**src/shared/exec_pkg.sv**
```systemverilog
// Shared types and constants for the core execution unit.
// Assumes one core clock and a data space with same-cycle read data.
package exec_pkg;

  // ----------------------------------------------------------------
  // Widths and fixed data-space addresses
  // ----------------------------------------------------------------
  localparam int PC_W = 12;               // Program space address width
  localparam logic [7:0] PTR_X_ADDR = 8'h80; // First pointer register
  localparam logic [7:0] PTR_Y_ADDR = 8'h81; // Second pointer register

  // ----------------------------------------------------------------
  // Opcode field positions
  // ----------------------------------------------------------------
  localparam int OPC_PTR_BIT = 4;  // Pointer select for indirect mode
  localparam int OPC_DIR_BIT = 4;  // Short branch direction, 1 = back
  localparam int OPC_SPAN_LSB = 0; // Short branch span, 4 bits
  localparam int OPC_BIT_LSB = 5;  // Bit number, 3 bits
  localparam int OPC_HI_LSB = 4;   // Upper target nibble of jump/call

  // ----------------------------------------------------------------
  // Execution lengths in machine cycles
  // ----------------------------------------------------------------
  localparam logic [2:0] CYC_ALU = 3'h4;   // Arithmetic, logic, set/clear
  localparam logic [2:0] CYC_SHORT = 3'h2; // Short branch and control
  localparam logic [2:0] CYC_BTEST = 3'h5; // Bit-test branch
  localparam logic [2:0] CYC_JUMP = 3'h4;  // Jump and call

  // ----------------------------------------------------------------
  // Operations and addressing modes
  // ----------------------------------------------------------------
  typedef enum logic [4:0] {
    OP_ADD = 5'h00, OP_AND = 5'h01, OP_CP = 5'h02, OP_SUB = 5'h03,
    OP_CLR = 5'h04, OP_DEC = 5'h05, OP_INC = 5'h06,
    OP_COMPLEMENT_ACCUMULATOR = 5'h07,
    OP_ROTATE_LEFT_THROUGH_CARRY = 5'h08,
    OP_SHIFT_LEFT_ACCUMULATOR = 5'h09,
    OP_BRANCH_IF_CARRY = 5'h0a, OP_BRANCH_IF_NO_CARRY = 5'h0b,
    OP_BRANCH_IF_ZERO = 5'h0c, OP_BRANCH_IF_NONZERO = 5'h0d,
    OP_BRANCH_IF_BIT_CLEAR = 5'h0e, OP_BRANCH_IF_BIT_SET = 5'h0f,
    OP_BIT_SET = 5'h10, OP_BIT_CLEAR = 5'h11,
    OP_JUMP = 5'h12, OP_CALL = 5'h13,
    OP_NOP = 5'h14, OP_RETURN = 5'h15, OP_RETURN_FROM_INTERRUPT = 5'h16,
    OP_STOP = 5'h17, OP_WAIT = 5'h18
  } op_e;

  typedef enum logic [1:0] {
    MODE_IMM = 2'h0, // Operand is the byte after the opcode
    MODE_DIR = 2'h1, // Byte after the opcode is a data address
    MODE_IND = 2'h2, // Address held in a pointer register
    MODE_ACC = 2'h3  // Operand is the accumulator
  } mode_e;

  // One decoded instruction as handed over by the fetch logic
  typedef struct packed {
    op_e op;
    mode_e mode;
    logic [7:0] opcode; // Raw first byte
    logic [7:0] byte2;  // Immediate, data address or target low byte
    logic [7:0] byte3;  // Bit-test displacement
    logic [1:0] len;    // Instruction length in bytes
  } instr_s;

  // Data-space access, one per cycle
  typedef struct packed {
    logic [7:0] addr;
    logic rd;
    logic wr;
    logic [7:0] wdata;
  } ds_req_s;

endpackage
```
**src/hw/exec_unit.sv**
```systemverilog
// Execution unit: arithmetic/logic, branches, bit ops, jumps, control.
// Assumes the fetch logic supplies a decoded instruction with a one-cycle
// start strobe, a data space answering reads in the same cycle, and an
// external return stack.
//
// How it works
// - Add/and/compare/subtract use accumulator plus memory/immediate
// - Clear/decrement/increment reach all 256 data bytes
// - Complement/rotate/shift act on accumulator only
// - Short branch taken only when its flag condition holds
// - Short branch reach is fifteen back, sixteen forward
// - Bit-test branch uses signed byte, reach -126..+129
// - Bit-test copies tested bit into carry, zero kept
// - Set/clear any bit by 3-bit field, flags kept
// - Jump/call take 12-bit target, flags kept
// - Stop becomes wait when watchdog is selected
// - Short branch opcode holds direction bit and span
// - Opcode bit 4 picks pointer at 80h or 81h
`timescale 1ns/1ps
module exec_unit #(
  parameter logic [11:0] RESET_PC = 12'h000 // Start address after reset
) (
  input wire logic CORE_CLK,
  input wire logic RESET_N,
  input wire logic START,
  input exec_pkg::instr_s INSTR,
  input wire logic [7:0] DS_RDATA,
  input wire logic [11:0] POP_ADDR,
  input wire logic [1:0] SAVED_FLAGS,
  input wire logic WDOG_SEL,
  output exec_pkg::ds_req_s DS_REQ,
  output logic [11:0] PC,
  output logic [7:0] ACC,
  output logic FLAG_Z,
  output logic FLAG_C,
  output logic BUSY,
  output logic DONE,
  output logic STACK_PUSH,
  output logic [11:0] PUSH_ADDR,
  output logic STACK_POP,
  output logic ENTER_WAIT,
  output logic ENTER_STOP
);
  import exec_pkg::*;

  // ----------------------------------------------------------------
  // State
  // ----------------------------------------------------------------
  typedef enum logic [1:0] {
    ST_IDLE = 2'h0, // Waiting for a start strobe
    ST_PTR = 2'h1,  // Pointer register being read
    ST_EXEC = 2'h2, // Operand on the bus, result computed
    ST_HOLD = 2'h3  // Padding out to the instruction length
  } state_e;

  state_e state_q, state_d;
  instr_s ir_q, ir_d;          // Instruction being executed
  logic [2:0] cnt_q, cnt_d;    // Cycles since the instruction was taken
  logic [2:0] total_q, total_d; // Cycle count of this instruction
  ds_req_s ds_q, ds_d;
  logic [11:0] pc_q, pc_d;
  logic [7:0] acc_q, acc_d;
  logic z_q, z_d, c_q, c_d;
  logic busy_q, busy_d, done_q, done_d;
  logic push_q, push_d, pop_q, pop_d;
  logic [11:0] push_addr_q, push_addr_d;
  logic wait_q, wait_d, stop_q, stop_d;

  // ----------------------------------------------------------------
  // Combinational helpers for the instruction in EXEC
  // ----------------------------------------------------------------
  logic [7:0] opnd;       // Second ALU operand
  logic [8:0] sum9, diff9; // Carry and borrow in bit 8
  logic [2:0] bitn;       // Selected bit number
  logic tbit;             // Tested bit of the data byte
  logic [11:0] pc_next;   // Address of the following instruction
  logic [11:0] span;      // Short branch span, zero extended
  logic [7:0] r;          // Clear/inc/dec result
  logic take;             // Short branch condition met

  always_comb begin
    // Operand source by addressing mode
    unique case (ir_q.mode)
      MODE_IMM: opnd = ir_q.byte2;
      MODE_ACC: opnd = acc_q;
      default: opnd = DS_RDATA; // Direct and indirect read the bus
    endcase
    sum9 = {1'b0, acc_q} + {1'b0, opnd};
    diff9 = {1'b0, acc_q} - {1'b0, opnd};
    bitn = ir_q.opcode[OPC_BIT_LSB +: 3];
    tbit = DS_RDATA[bitn];
    pc_next = pc_q + 12'(ir_q.len);
    span = 12'(ir_q.opcode[OPC_SPAN_LSB +: 4]);
  end

  // Cycle count per operation class
  function automatic logic [2:0] cycles_of(input op_e op);
    unique case (op)
      OP_BRANCH_IF_CARRY, OP_BRANCH_IF_NO_CARRY, OP_BRANCH_IF_ZERO,
      OP_BRANCH_IF_NONZERO, OP_NOP, OP_RETURN, OP_RETURN_FROM_INTERRUPT,
      OP_STOP, OP_WAIT: cycles_of = CYC_SHORT;
      OP_BRANCH_IF_BIT_CLEAR, OP_BRANCH_IF_BIT_SET:
        cycles_of = CYC_BTEST;
      OP_JUMP, OP_CALL: cycles_of = CYC_JUMP;
      default: cycles_of = CYC_ALU;
    endcase
  endfunction

  // ----------------------------------------------------------------
  // Next-state logic
  // ----------------------------------------------------------------
  always_comb begin
    state_d = state_q;
    ir_d = ir_q;
    cnt_d = cnt_q + 3'h1;
    total_d = total_q;
    ds_d = '0; // Strobes last one cycle unless set below
    ds_d.addr = ds_q.addr;
    pc_d = pc_q;
    acc_d = acc_q;
    z_d = z_q;
    c_d = c_q;
    push_d = 1'b0;
    pop_d = 1'b0;
    push_addr_d = push_addr_q;
    wait_d = 1'b0;
    stop_d = 1'b0;
    r = 8'h00;
    take = 1'b0;
    unique case (state_q)
      ST_IDLE: begin
        cnt_d = 3'h0;
        if (START) begin
          ir_d = INSTR;
          total_d = cycles_of(INSTR.op);
          if (INSTR.mode == MODE_IND) begin
            // Pointer chosen by one opcode bit
            ds_d.addr = INSTR.opcode[OPC_PTR_BIT] ? PTR_Y_ADDR
                                                  : PTR_X_ADDR;
            ds_d.rd = 1'b1;
            state_d = ST_PTR;
          end else begin
            // Direct operands and bit-op bytes sit at byte2
            ds_d.addr = INSTR.byte2;
            ds_d.rd = (INSTR.mode == MODE_DIR);
            state_d = ST_EXEC;
          end
        end
      end
      ST_PTR: begin
        // Pointer value becomes the operand address
        ds_d.addr = DS_RDATA;
        ds_d.rd = 1'b1;
        state_d = ST_EXEC;
      end
      ST_EXEC: begin
        state_d = ST_HOLD;
        pc_d = pc_next;
        unique case (ir_q.op)
          OP_ADD: begin
            acc_d = sum9[7:0];
            c_d = sum9[8];
            z_d = (sum9[7:0] == 8'h00);
          end
          OP_AND: begin
            acc_d = acc_q & opnd;
            c_d = 1'b0;
            z_d = ((acc_q & opnd) == 8'h00);
          end
          OP_SUB, OP_CP: begin
            // Compare keeps the accumulator, flags only
            if (ir_q.op == OP_SUB) begin
              acc_d = diff9[7:0];
            end
            c_d = diff9[8];
            z_d = (diff9[7:0] == 8'h00);
          end
          OP_CLR, OP_DEC, OP_INC: begin
            r = (ir_q.op == OP_CLR) ? 8'h00 :
                (ir_q.op == OP_INC) ? opnd + 8'h01 : opnd - 8'h01;
            if (ir_q.mode == MODE_ACC) begin
              acc_d = r;
              z_d = (r == 8'h00);
              if (ir_q.op == OP_CLR) begin
                c_d = 1'b0;
              end
            end else begin
              // Memory clear leaves flags; inc/dec touch zero only
              ds_d.wr = 1'b1;
              ds_d.wdata = r;
              if (ir_q.op != OP_CLR) begin
                z_d = (r == 8'h00);
              end
            end
          end
          OP_COMPLEMENT_ACCUMULATOR: begin
            acc_d = ~acc_q;
            c_d = acc_q[7];
            z_d = (acc_q == 8'hff);
          end
          OP_ROTATE_LEFT_THROUGH_CARRY: begin
            acc_d = {acc_q[6:0], c_q};
            c_d = acc_q[7];
            z_d = ({acc_q[6:0], c_q} == 8'h00);
          end
          OP_SHIFT_LEFT_ACCUMULATOR: begin
            acc_d = {acc_q[6:0], 1'b0};
            c_d = acc_q[7];
            z_d = (acc_q[6:0] == 7'h00);
          end
          OP_BRANCH_IF_CARRY, OP_BRANCH_IF_NO_CARRY,
          OP_BRANCH_IF_ZERO, OP_BRANCH_IF_NONZERO: begin
            take = (ir_q.op == OP_BRANCH_IF_CARRY) ? c_q :
                   (ir_q.op == OP_BRANCH_IF_NO_CARRY) ? !c_q :
                   (ir_q.op == OP_BRANCH_IF_ZERO) ? z_q : !z_q;
            if (take) begin
              // Backward by span, forward by span plus one
              pc_d = ir_q.opcode[OPC_DIR_BIT] ? pc_q - span
                                              : pc_q + span + 12'h001;
            end
          end
          OP_BRANCH_IF_BIT_CLEAR, OP_BRANCH_IF_BIT_SET: begin
            c_d = tbit;
            if (tbit == (ir_q.op == OP_BRANCH_IF_BIT_SET)) begin
              // Base is two past the opcode: -126..+129
              pc_d = pc_q + 12'h002
                   + {{4{ir_q.byte3[7]}}, ir_q.byte3};
            end
          end
          OP_BIT_SET, OP_BIT_CLEAR: begin
            ds_d.wr = 1'b1;
            ds_d.wdata = DS_RDATA;
            ds_d.wdata[bitn] = (ir_q.op == OP_BIT_SET);
          end
          OP_JUMP, OP_CALL: begin
            pc_d = {ir_q.opcode[OPC_HI_LSB +: 4], ir_q.byte2};
            if (ir_q.op == OP_CALL) begin
              push_d = 1'b1;
              push_addr_d = pc_next;
            end
          end
          OP_RETURN, OP_RETURN_FROM_INTERRUPT: begin
            pc_d = POP_ADDR;
            pop_d = 1'b1;
            if (ir_q.op == OP_RETURN_FROM_INTERRUPT) begin
              {z_d, c_d} = SAVED_FLAGS;
            end
          end
          OP_STOP: begin
            // Watchdog forbids stopping the clock: fall back to wait
            wait_d = WDOG_SEL;
            stop_d = !WDOG_SEL;
          end
          OP_WAIT: wait_d = 1'b1;
          default: ; // No-operation changes nothing but the address
        endcase
      end
      ST_HOLD: ; // Padding only
    endcase
    // Leave after the last counted cycle
    if (state_q != ST_IDLE && cnt_q == total_q - 3'h1) begin
      state_d = ST_IDLE;
    end
    busy_d = (state_d != ST_IDLE);
    done_d = busy_d && (cnt_d == total_d - 3'h1);
  end

  // ----------------------------------------------------------------
  // Registers
  // ----------------------------------------------------------------
  always_ff @(posedge CORE_CLK or negedge RESET_N) begin
    if (!RESET_N) begin
      state_q <= ST_IDLE;
      ir_q <= '0;
      cnt_q <= 3'h0;
      total_q <= 3'h0;
      ds_q <= '0;
      pc_q <= RESET_PC;
      acc_q <= 8'h00;
      z_q <= 1'b0;
      c_q <= 1'b0;
      busy_q <= 1'b0;
      done_q <= 1'b0;
      push_q <= 1'b0;
      pop_q <= 1'b0;
      push_addr_q <= 12'h000;
      wait_q <= 1'b0;
      stop_q <= 1'b0;
    end else begin
      state_q <= state_d;
      ir_q <= ir_d;
      cnt_q <= cnt_d;
      total_q <= total_d;
      ds_q <= ds_d;
      pc_q <= pc_d;
      acc_q <= acc_d;
      z_q <= z_d;
      c_q <= c_d;
      busy_q <= busy_d;
      done_q <= done_d;
      push_q <= push_d;
      pop_q <= pop_d;
      push_addr_q <= push_addr_d;
      wait_q <= wait_d;
      stop_q <= stop_d;
    end
  end

  // Every output straight from a flip-flop
  assign DS_REQ = ds_q;
  assign PC = pc_q;
  assign ACC = acc_q;
  assign FLAG_Z = z_q;
  assign FLAG_C = c_q;
  assign BUSY = busy_q;
  assign DONE = done_q;
  assign STACK_PUSH = push_q;
  assign PUSH_ADDR = push_addr_q;
  assign STACK_POP = pop_q;
  assign ENTER_WAIT = wait_q;
  assign ENTER_STOP = stop_q;

endmodule // exec_unit

```
**config.mk**
```make
export PLATFORM = sky130hd
export DESIGN_NAME = exec_unit
export DESIGN_NICKNAME = d
export VERILOG_FILES = /design/src/shared/exec_pkg.sv /design/src/hw/exec_unit.sv
export SDC_FILE = /design/constraint.sdc
export NUM_CORES = 1
export LEC_CHECK = 0
export BUFFER_PORTS_ARGS = -buffer_cell sky130_fd_sc_hd__buf_2
export CELL_PAD_IN_SITES_DETAIL_PLACEMENT = 2
export CELL_PAD_IN_SITES_GLOBAL_PLACEMENT = 2
export CORE_UTILIZATION = 32
export DETAILED_ROUTE_END_ITERATION = 10
export GPL_TIMING_DRIVEN = 1
export PLACE_DENSITY = 0.79
export SETUP_SLACK_MARGIN = 0.15
export SYNTH_ARGS = -nofsm -noshare
export SYNTH_HDL_FRONTEND = slang
export SYNTH_SLANG_ARGS = --single-unit
```
**constraint.sdc**
```tcl
create_clock -name CORE_CLK -period 3.3 [get_ports CORE_CLK]
set_clock_uncertainty 0.2 [all_clocks]
set_input_delay 0.33 -clock CORE_CLK [delete_from_list [all_inputs] [get_ports CORE_CLK]]
set_output_delay 0.33 -clock CORE_CLK [all_outputs]
set_load 0.005 [all_outputs]
```
== After elaboration in Yosys (flattened, before gate mapping) ==
Memory sizes are Yosys's and may differ from the RTL's.
Index checks and enable logic that the tools add are counted.
W data, S select, Z words.

* $add $sub $neg: 13
* Order comparisons: 2
* Eq/ne operators: 39
* Multiplexer cells: 49
* Bitwise operators: 2
* Reductions and logical operators: 35

{| class="wikitable"
|+ Operator list
! operator !! count
|-
| $pmux W8 S7 || 1
|-
| $pmux W12 S4 || 1
|-
| $eq A5 B4 Y1 const B || 8
|-
| $eq A5 B5 Y1 const B || 8
|-
| $logic_not A8 Y1 || 5
|-
| $mux W12 || 3
|-
| $mux W9 || 4
|-
| $pmux W9 S2 || 2
|-
| $mux W8 || 4
|-
| $eq A5 B3 Y1 const B || 4
|-
| $mux W1 || 20
|-
| $pmux W8 S2 || 1
|-
| $reduce_bool A7 Y1 || 2
|-
| $add A12 B1 Y12 const B || 1
|-
| $add A12 B12 Y12 || 1
|-
| $add A12 B2 Y12 || 1
|-
| $add A12 B2 Y12 const B || 1
|-
| $add A12 B4 Y12 || 1
|-
| $sub A12 B4 Y12 || 1
|-
| $eq A5 B2 Y1 const B || 2
|-
| $ne A2 B2 Y1 const B || 5
|-
| $reduce_or A2 Y1 || 5
|-
| $add A8 B8 Y9 || 1
|-
| $mux W3 || 3
|-
| other kinds (38) || 55
|}

* Bits in registers: 99
* Bits in read-only memories: 96
* Input bits: 59
* Memories kept: 1

{| class="wikitable"
|+ Memory list
! name !! depth !! bits a word !! read ports !! clocked after memory_dff !! wr ports !! line !! RTL
|-
| (no name shown) || 32 || 3 || 1 || 0 || 0 || exec_unit.sv:98 || <nowiki>unique case (op)</nowiki>
|}

== Logic depth before layout (Yosys ltp) ==
* Depth in word-level cells: 9
* Gate-level depth with buffers: 15
* Mapped depth without buffers: 14

== Worst setup path after synthesis ==
Ideal clock, no wire load.

* Kind: flip-flop to flip-flop
* Start point: register ir_q[26] (netlist bit)
* End point: register z_q, in the netlist FLAG_Z
* Library setup time: 0.082 ns
* Arrival: 3.222 ns
* Path slack: -0.204 ns
* Stages on the path, launching flop included: 14
* Path buffers: 2
* Period minus slack after synthesis: 3.504 ns
* Cells stage by stage: dfrtp_1 inv_1 ha_1 clkbuf_1 clkbuf_1 o21ai_0 ha_1 a31o_2 a22oi_1 nand2b_1 xor2_1 a2111oi_0 nand4bb_1 a31oi_1

* Longest elaborated chain between the ends: 9

{| class="wikitable"
|+ Ends and longest elaborated chain
! element !! line !! RTL
|-
| start: declaration || exec_unit.sv:57 || <nowiki>instr_s ir_q, ir_d;</nowiki>
|-
| start signal: assignment || exec_unit.sv:291 || <nowiki>ir_q <= ir_d;</nowiki>
|-
| $eq A2 B2 Y1 or $logic_not A2 Y1 (tied branches) || exec_unit.sv:83, exec_unit.sv:181 ||
|-
| $pmux W8 S2 || exec_unit.sv:83 || <nowiki>unique case (ir_q.mode)</nowiki>
|-
| $sub A8 B1 Y8 or $add A8 B1 Y8 (tied branches) || exec_unit.sv:180 || <nowiki>(ir_q.op == OP_INC) ? opnd + 8'h01 : opnd - 8'h01;</nowiki>
|-
| $mux W8 || exec_unit.sv:180 ||
|-
| $mux W8 || exec_unit.sv:179 || <nowiki>r = (ir_q.op == OP_CLR) ? 8'h00 :</nowiki>
|-
| $logic_not A8 Y1 || exec_unit.sv:183, exec_unit.sv:192 ||
|-
| $mux W1 || exec_unit.sv:191 || <nowiki>if (ir_q.op != OP_CLR) begin</nowiki>
|-
| $mux W1 || exec_unit.sv:181 || <nowiki>if (ir_q.mode == MODE_ACC) begin</nowiki>
|-
| $pmux W1 S8 || exec_unit.sv:159 || <nowiki>unique case (ir_q.op)</nowiki>
|-
| end signal: assignment || exec_unit.sv:297 || <nowiki>z_q <= z_d;</nowiki>
|-
| end: declaration || exec_unit.sv:63 || <nowiki>logic z_q, z_d, c_q, c_d;</nowiki>
|}

Parallel ways exist; a longest one is shown, timed or not. The select of a mux whose other input is x is not followed.
A chain may end at the register's enable or synchronous reset.

== Worst setup path in the final report ==
* Start point: register ir_q[27] (netlist bit)
* End point: register acc_q[5], in the netlist ACC[5]

* Longest elaborated chain between the ends: 7

{| class="wikitable"
|+ Ends and longest elaborated chain
! element !! line !! RTL
|-
| $eq A2 B2 Y1 or $logic_not A2 Y1 (tied branches) || exec_unit.sv:83, exec_unit.sv:181 ||
|-
| $pmux W8 S2 || exec_unit.sv:83 ||
|-
| $sub A8 B1 Y8 or $add A8 B1 Y8 (tied branches) || exec_unit.sv:180 ||
|-
| $mux W8 || exec_unit.sv:180 ||
|-
| $mux W8 || exec_unit.sv:179 ||
|-
| $mux W8 || exec_unit.sv:181 ||
|-
| $pmux W8 S7 || exec_unit.sv:159 ||
|-
| end signal: assignment || exec_unit.sv:279 || <nowiki>acc_q <= 8'h00;</nowiki>
|-
| end signal: assignment || exec_unit.sv:296 || <nowiki>acc_q <= acc_d;</nowiki>
|-
| end: declaration || exec_unit.sv:62 || <nowiki>logic [7:0] acc_q, acc_d;</nowiki>
|}

Parallel ways exist; a longest one is shown, timed or not. The select of a mux whose other input is x is not followed.

==> impl_metrics.json <==
{
  "cts_tree": "built",
  "synth.cells.most_frequent": "99 x dfrtp_1, 85 x nand2_1, 77 x nor2_1",
  "die-area_um2": 25800,
  "tightest_slew_ps": 828,
  "synth_area_leader_cell": "dfrtp_1",
  "worstSetupPathType": "reg2reg",
  "root_buffer": "clkbuf_16",
  "yosysTopAreaCellShare_pct": 30.7,
  "antenna_left": 0,
  "crit_path_cell_trace": "inv_2, ha_4, buf_4, a22oi_1, o21ai_2, buf_4, ha_4, o21ai_0, nor2_1, or3_1, a22o_1, nor2b_1, nor2_1, a22o_1",
  "crit_arrival_ps": 3390,
  "grt_first_pass_wirelength_mm": 54.0,
  "fin_crit_ps": 3270,
  "antenna_found_initial": 0,
  "syn_area_per_cell_um2": 8.69,
  "cts_buffers": 9,
  "async_flop_share_pct": 100,
  "num_antenna_cells": 0,
  "use_met2_pct": 48.7,
  "ff2ff_path_depth": 14,
  "yosys-top-cells-area": "dfrtp_1 31%, ha_1 9.9%, xnor2_1 4.1%",
  "cpPeakStageDelay_ps": 420,
  "die_y_um": 161,
  "ys_types": 77,
  "r2r-start": "ir_q[27]$_DFFE_PN0P_",
  "cts_max_path_buffers": 2,
  "ys.flop_type": "dfrtp_1",
  "die_w_um": 161,
  "synth_most_common_cell": "dfrtp_1",
  "io_pins": 117,
  "vias_per_cell": 5.87,
  "place_area_um2": 9440,
  "cap_violations": 0,
  "status": "finished, final reports clean",
  "worst-path-max-fanout": 9,
  "wl_per_cell_um": 25.1,
  "setup_violations": 0,
  "syn_area_um2": 8060,
  "period_share_pct": 99.1,
  "netlist_instances": 928,
  "stdcell_area_um2": 10300,
  "cts_sinks": 99,
  "hold_viol_final": 0,
  "slew_viol_final": 0,
  "regToRegEndpoint": "ACC[5]$_DFFE_PN0P_",
  "synth-seq-area-share_pct": 30.7,
  "area_growth_pct": 27.2,
  "fill_cells": 2730,
  "grt_pass1_vias": 9157,
  "grt.total_usage_pct": 27.3,
  "grt_max_degree": 48,
  "crit_slowest_cell": "dfrtp_1",
  "max_freq_mhz": 306,
  "gr-total-overflow": 0,
  "start_kind": "flip-flop",
  "clk_latency_ps": 380,
  "hold_path_depth": 2,
  "worst_slack_ps": 31.0,
  "met1_usage_pct": 32.8,
  "synth_warnings": 0,
  "dr.pass1.iters": 5,
  "rrSetupSlack_ps": 30,
  "startpoint": "ir_q[27]$_DFFE_PN0P_",
  "rows": 57,
  "drcViolationCount": 0,
  "core_um2": 24500,
  "required_ps": 3420,
  "rsz0062_at_grt": "yes",
  "routed_wl_mm": 36.0,
  "start_util_pct": 32.9,
  "max_slew_margin_pct": 44.3,
  "synth_edf_count": 0,
  "drive_gt1_share_pct": 28.5,
  "pre_cts_slack_ps": -168,
  "synth_fp_nets": 1058,
  "vias": 8407,
  "post-dp-hpwl_mm": 25.4,
  "clk_pin_slew_worst_paths_ps": 90,
  "h-tree-depth": 3,
  "place.gp.congestion": 0.895,
  "port_buffers": 116,
  "synth_seq_cells": 99,
  "worstSetupEndpointType": "flip-flop",
  "drtIter0Drc": 469,
  "use_met3_pct": 3.10,
  "finalNetCount": 1232,
  "busiest_layer": "met2",
  "cp-endpoint": "ACC[5]$_DFFE_PN0P_",
  "hold_ws_ps": 3.24,
  "hold_class": "in2reg"
}
cells by family (layout without fill, tap and decap cells):
family,count (synthesis),in the layout,share of synthesized area (%)
DFF,99,99,30.7
adders and majority gates,71,71,11.7
AOI/OAI and AO/OA,261,261,21.9
buffers and inverters,101,280,4.98
and+or+nand+nor,290,290,17.4
xor gates and xnor gates,58,58,6.39
muxes,48,48,6.97
how the worst min path moves through the flow:
stage,start,end,slack [ps]
2_1_floorplan,RESET_N,ACC[0]$_DFFE_PN0P_,-170
3_3_place_gp,RESET_N,STACK_PUSH$_DFF_PN0_,160
3_5_place_dp,RESET_N,PUSH_ADDR[6]$_DFFE_PN0P_,170
4_1_cts,INSTR[4],ir_q[4]$_DFFE_PN0P_,1
5_1_grt,INSTR[4],ir_q[4]$_DFFE_PN0P_,4
6_report,INSTR[4],ir_q[4]$_DFFE_PN0P_,3
cells in the final DEF, fill, tap and decap left out, types with 16 or more instances in the layout:
| cell type | n |
|---|---|
| xnor2_1 | 38 |
| xor2_1 | 17 |
| nor3_1 | 18 |
| ha_1 | 53 |
| a21oi_1 | 52 |
| mux2_2 | 29 |
| a22oi_1 | 21 |
| nand3_1 | 22 |
| buf_2 | 115 |
| o21ai_0 | 48 |
| nor2_1 | 76 |
| dlygate4sd3_1 | 16 |
| buf_4 | 75 |
| dfrtp_1 | 99 |
| nand2_1 | 83 |
| inv_1 | 48 |
area by class of cell:
class	count	area (um2)	share of cell area [%]
multi-input combinational	728	5510	53.7
sequential	99	2480	24.2
timing repair buffer	210	1360	13.3
tap	324	405	3.95
clock buffer	10	239	2.33
inverter	54	203	1.98
clock inverter	6	63.8	0.622
state kept, by name, summed over array words and instances, names as in the netlist, 2 cells and up:
name,count
ir_q,30
DS_REQ,18
PC,12
PUSH_ADDR,12
ACC,8
bitn,3
cnt_q,3
total_q,3
state_q,2
metal layers:
metal  part of all wire, %  vias up
li1                      -     3702
met1                    40     4306
met2                    51      307
met3                   4.5       92
met4                   4.3        0
met5                     0        -
what timing repair did:
action | CTS | global route
hold endpoints to repair | 47 | 0
hold buffers | 16 | 0
resized for setup | 29 | 46
setup buffers | 1 | 6
endpoints found under the setup margin | 11 | 13
pin swaps | 9 | 23
through the flow:
step | std cells | util, % | TNS [ps]
6_report | 1431 | 41.8 | 0
3_3_place_gp | 1392 | 38.5 | 0
5_1_grt | 1431 | 41.8 | -131
3_5_place_dp | 1392 | 38.5 | -229
2_1_floorplan | 928 | - | 0
4_1_cts | 1425 | 40.8 | 0
critical path: cells and delay by family (launching register included):
family	cells	cell delay [ps]
AOI/OAI and AO/OA	5	1020
buffers and inverters	3	460
and+or+nand+nor	4	700
DFF	1	420
adders and majority gates	2	390
Power is not shown: default switching activity piles up to over one toggle a cycle in this logic, so the estimate is an artifact.
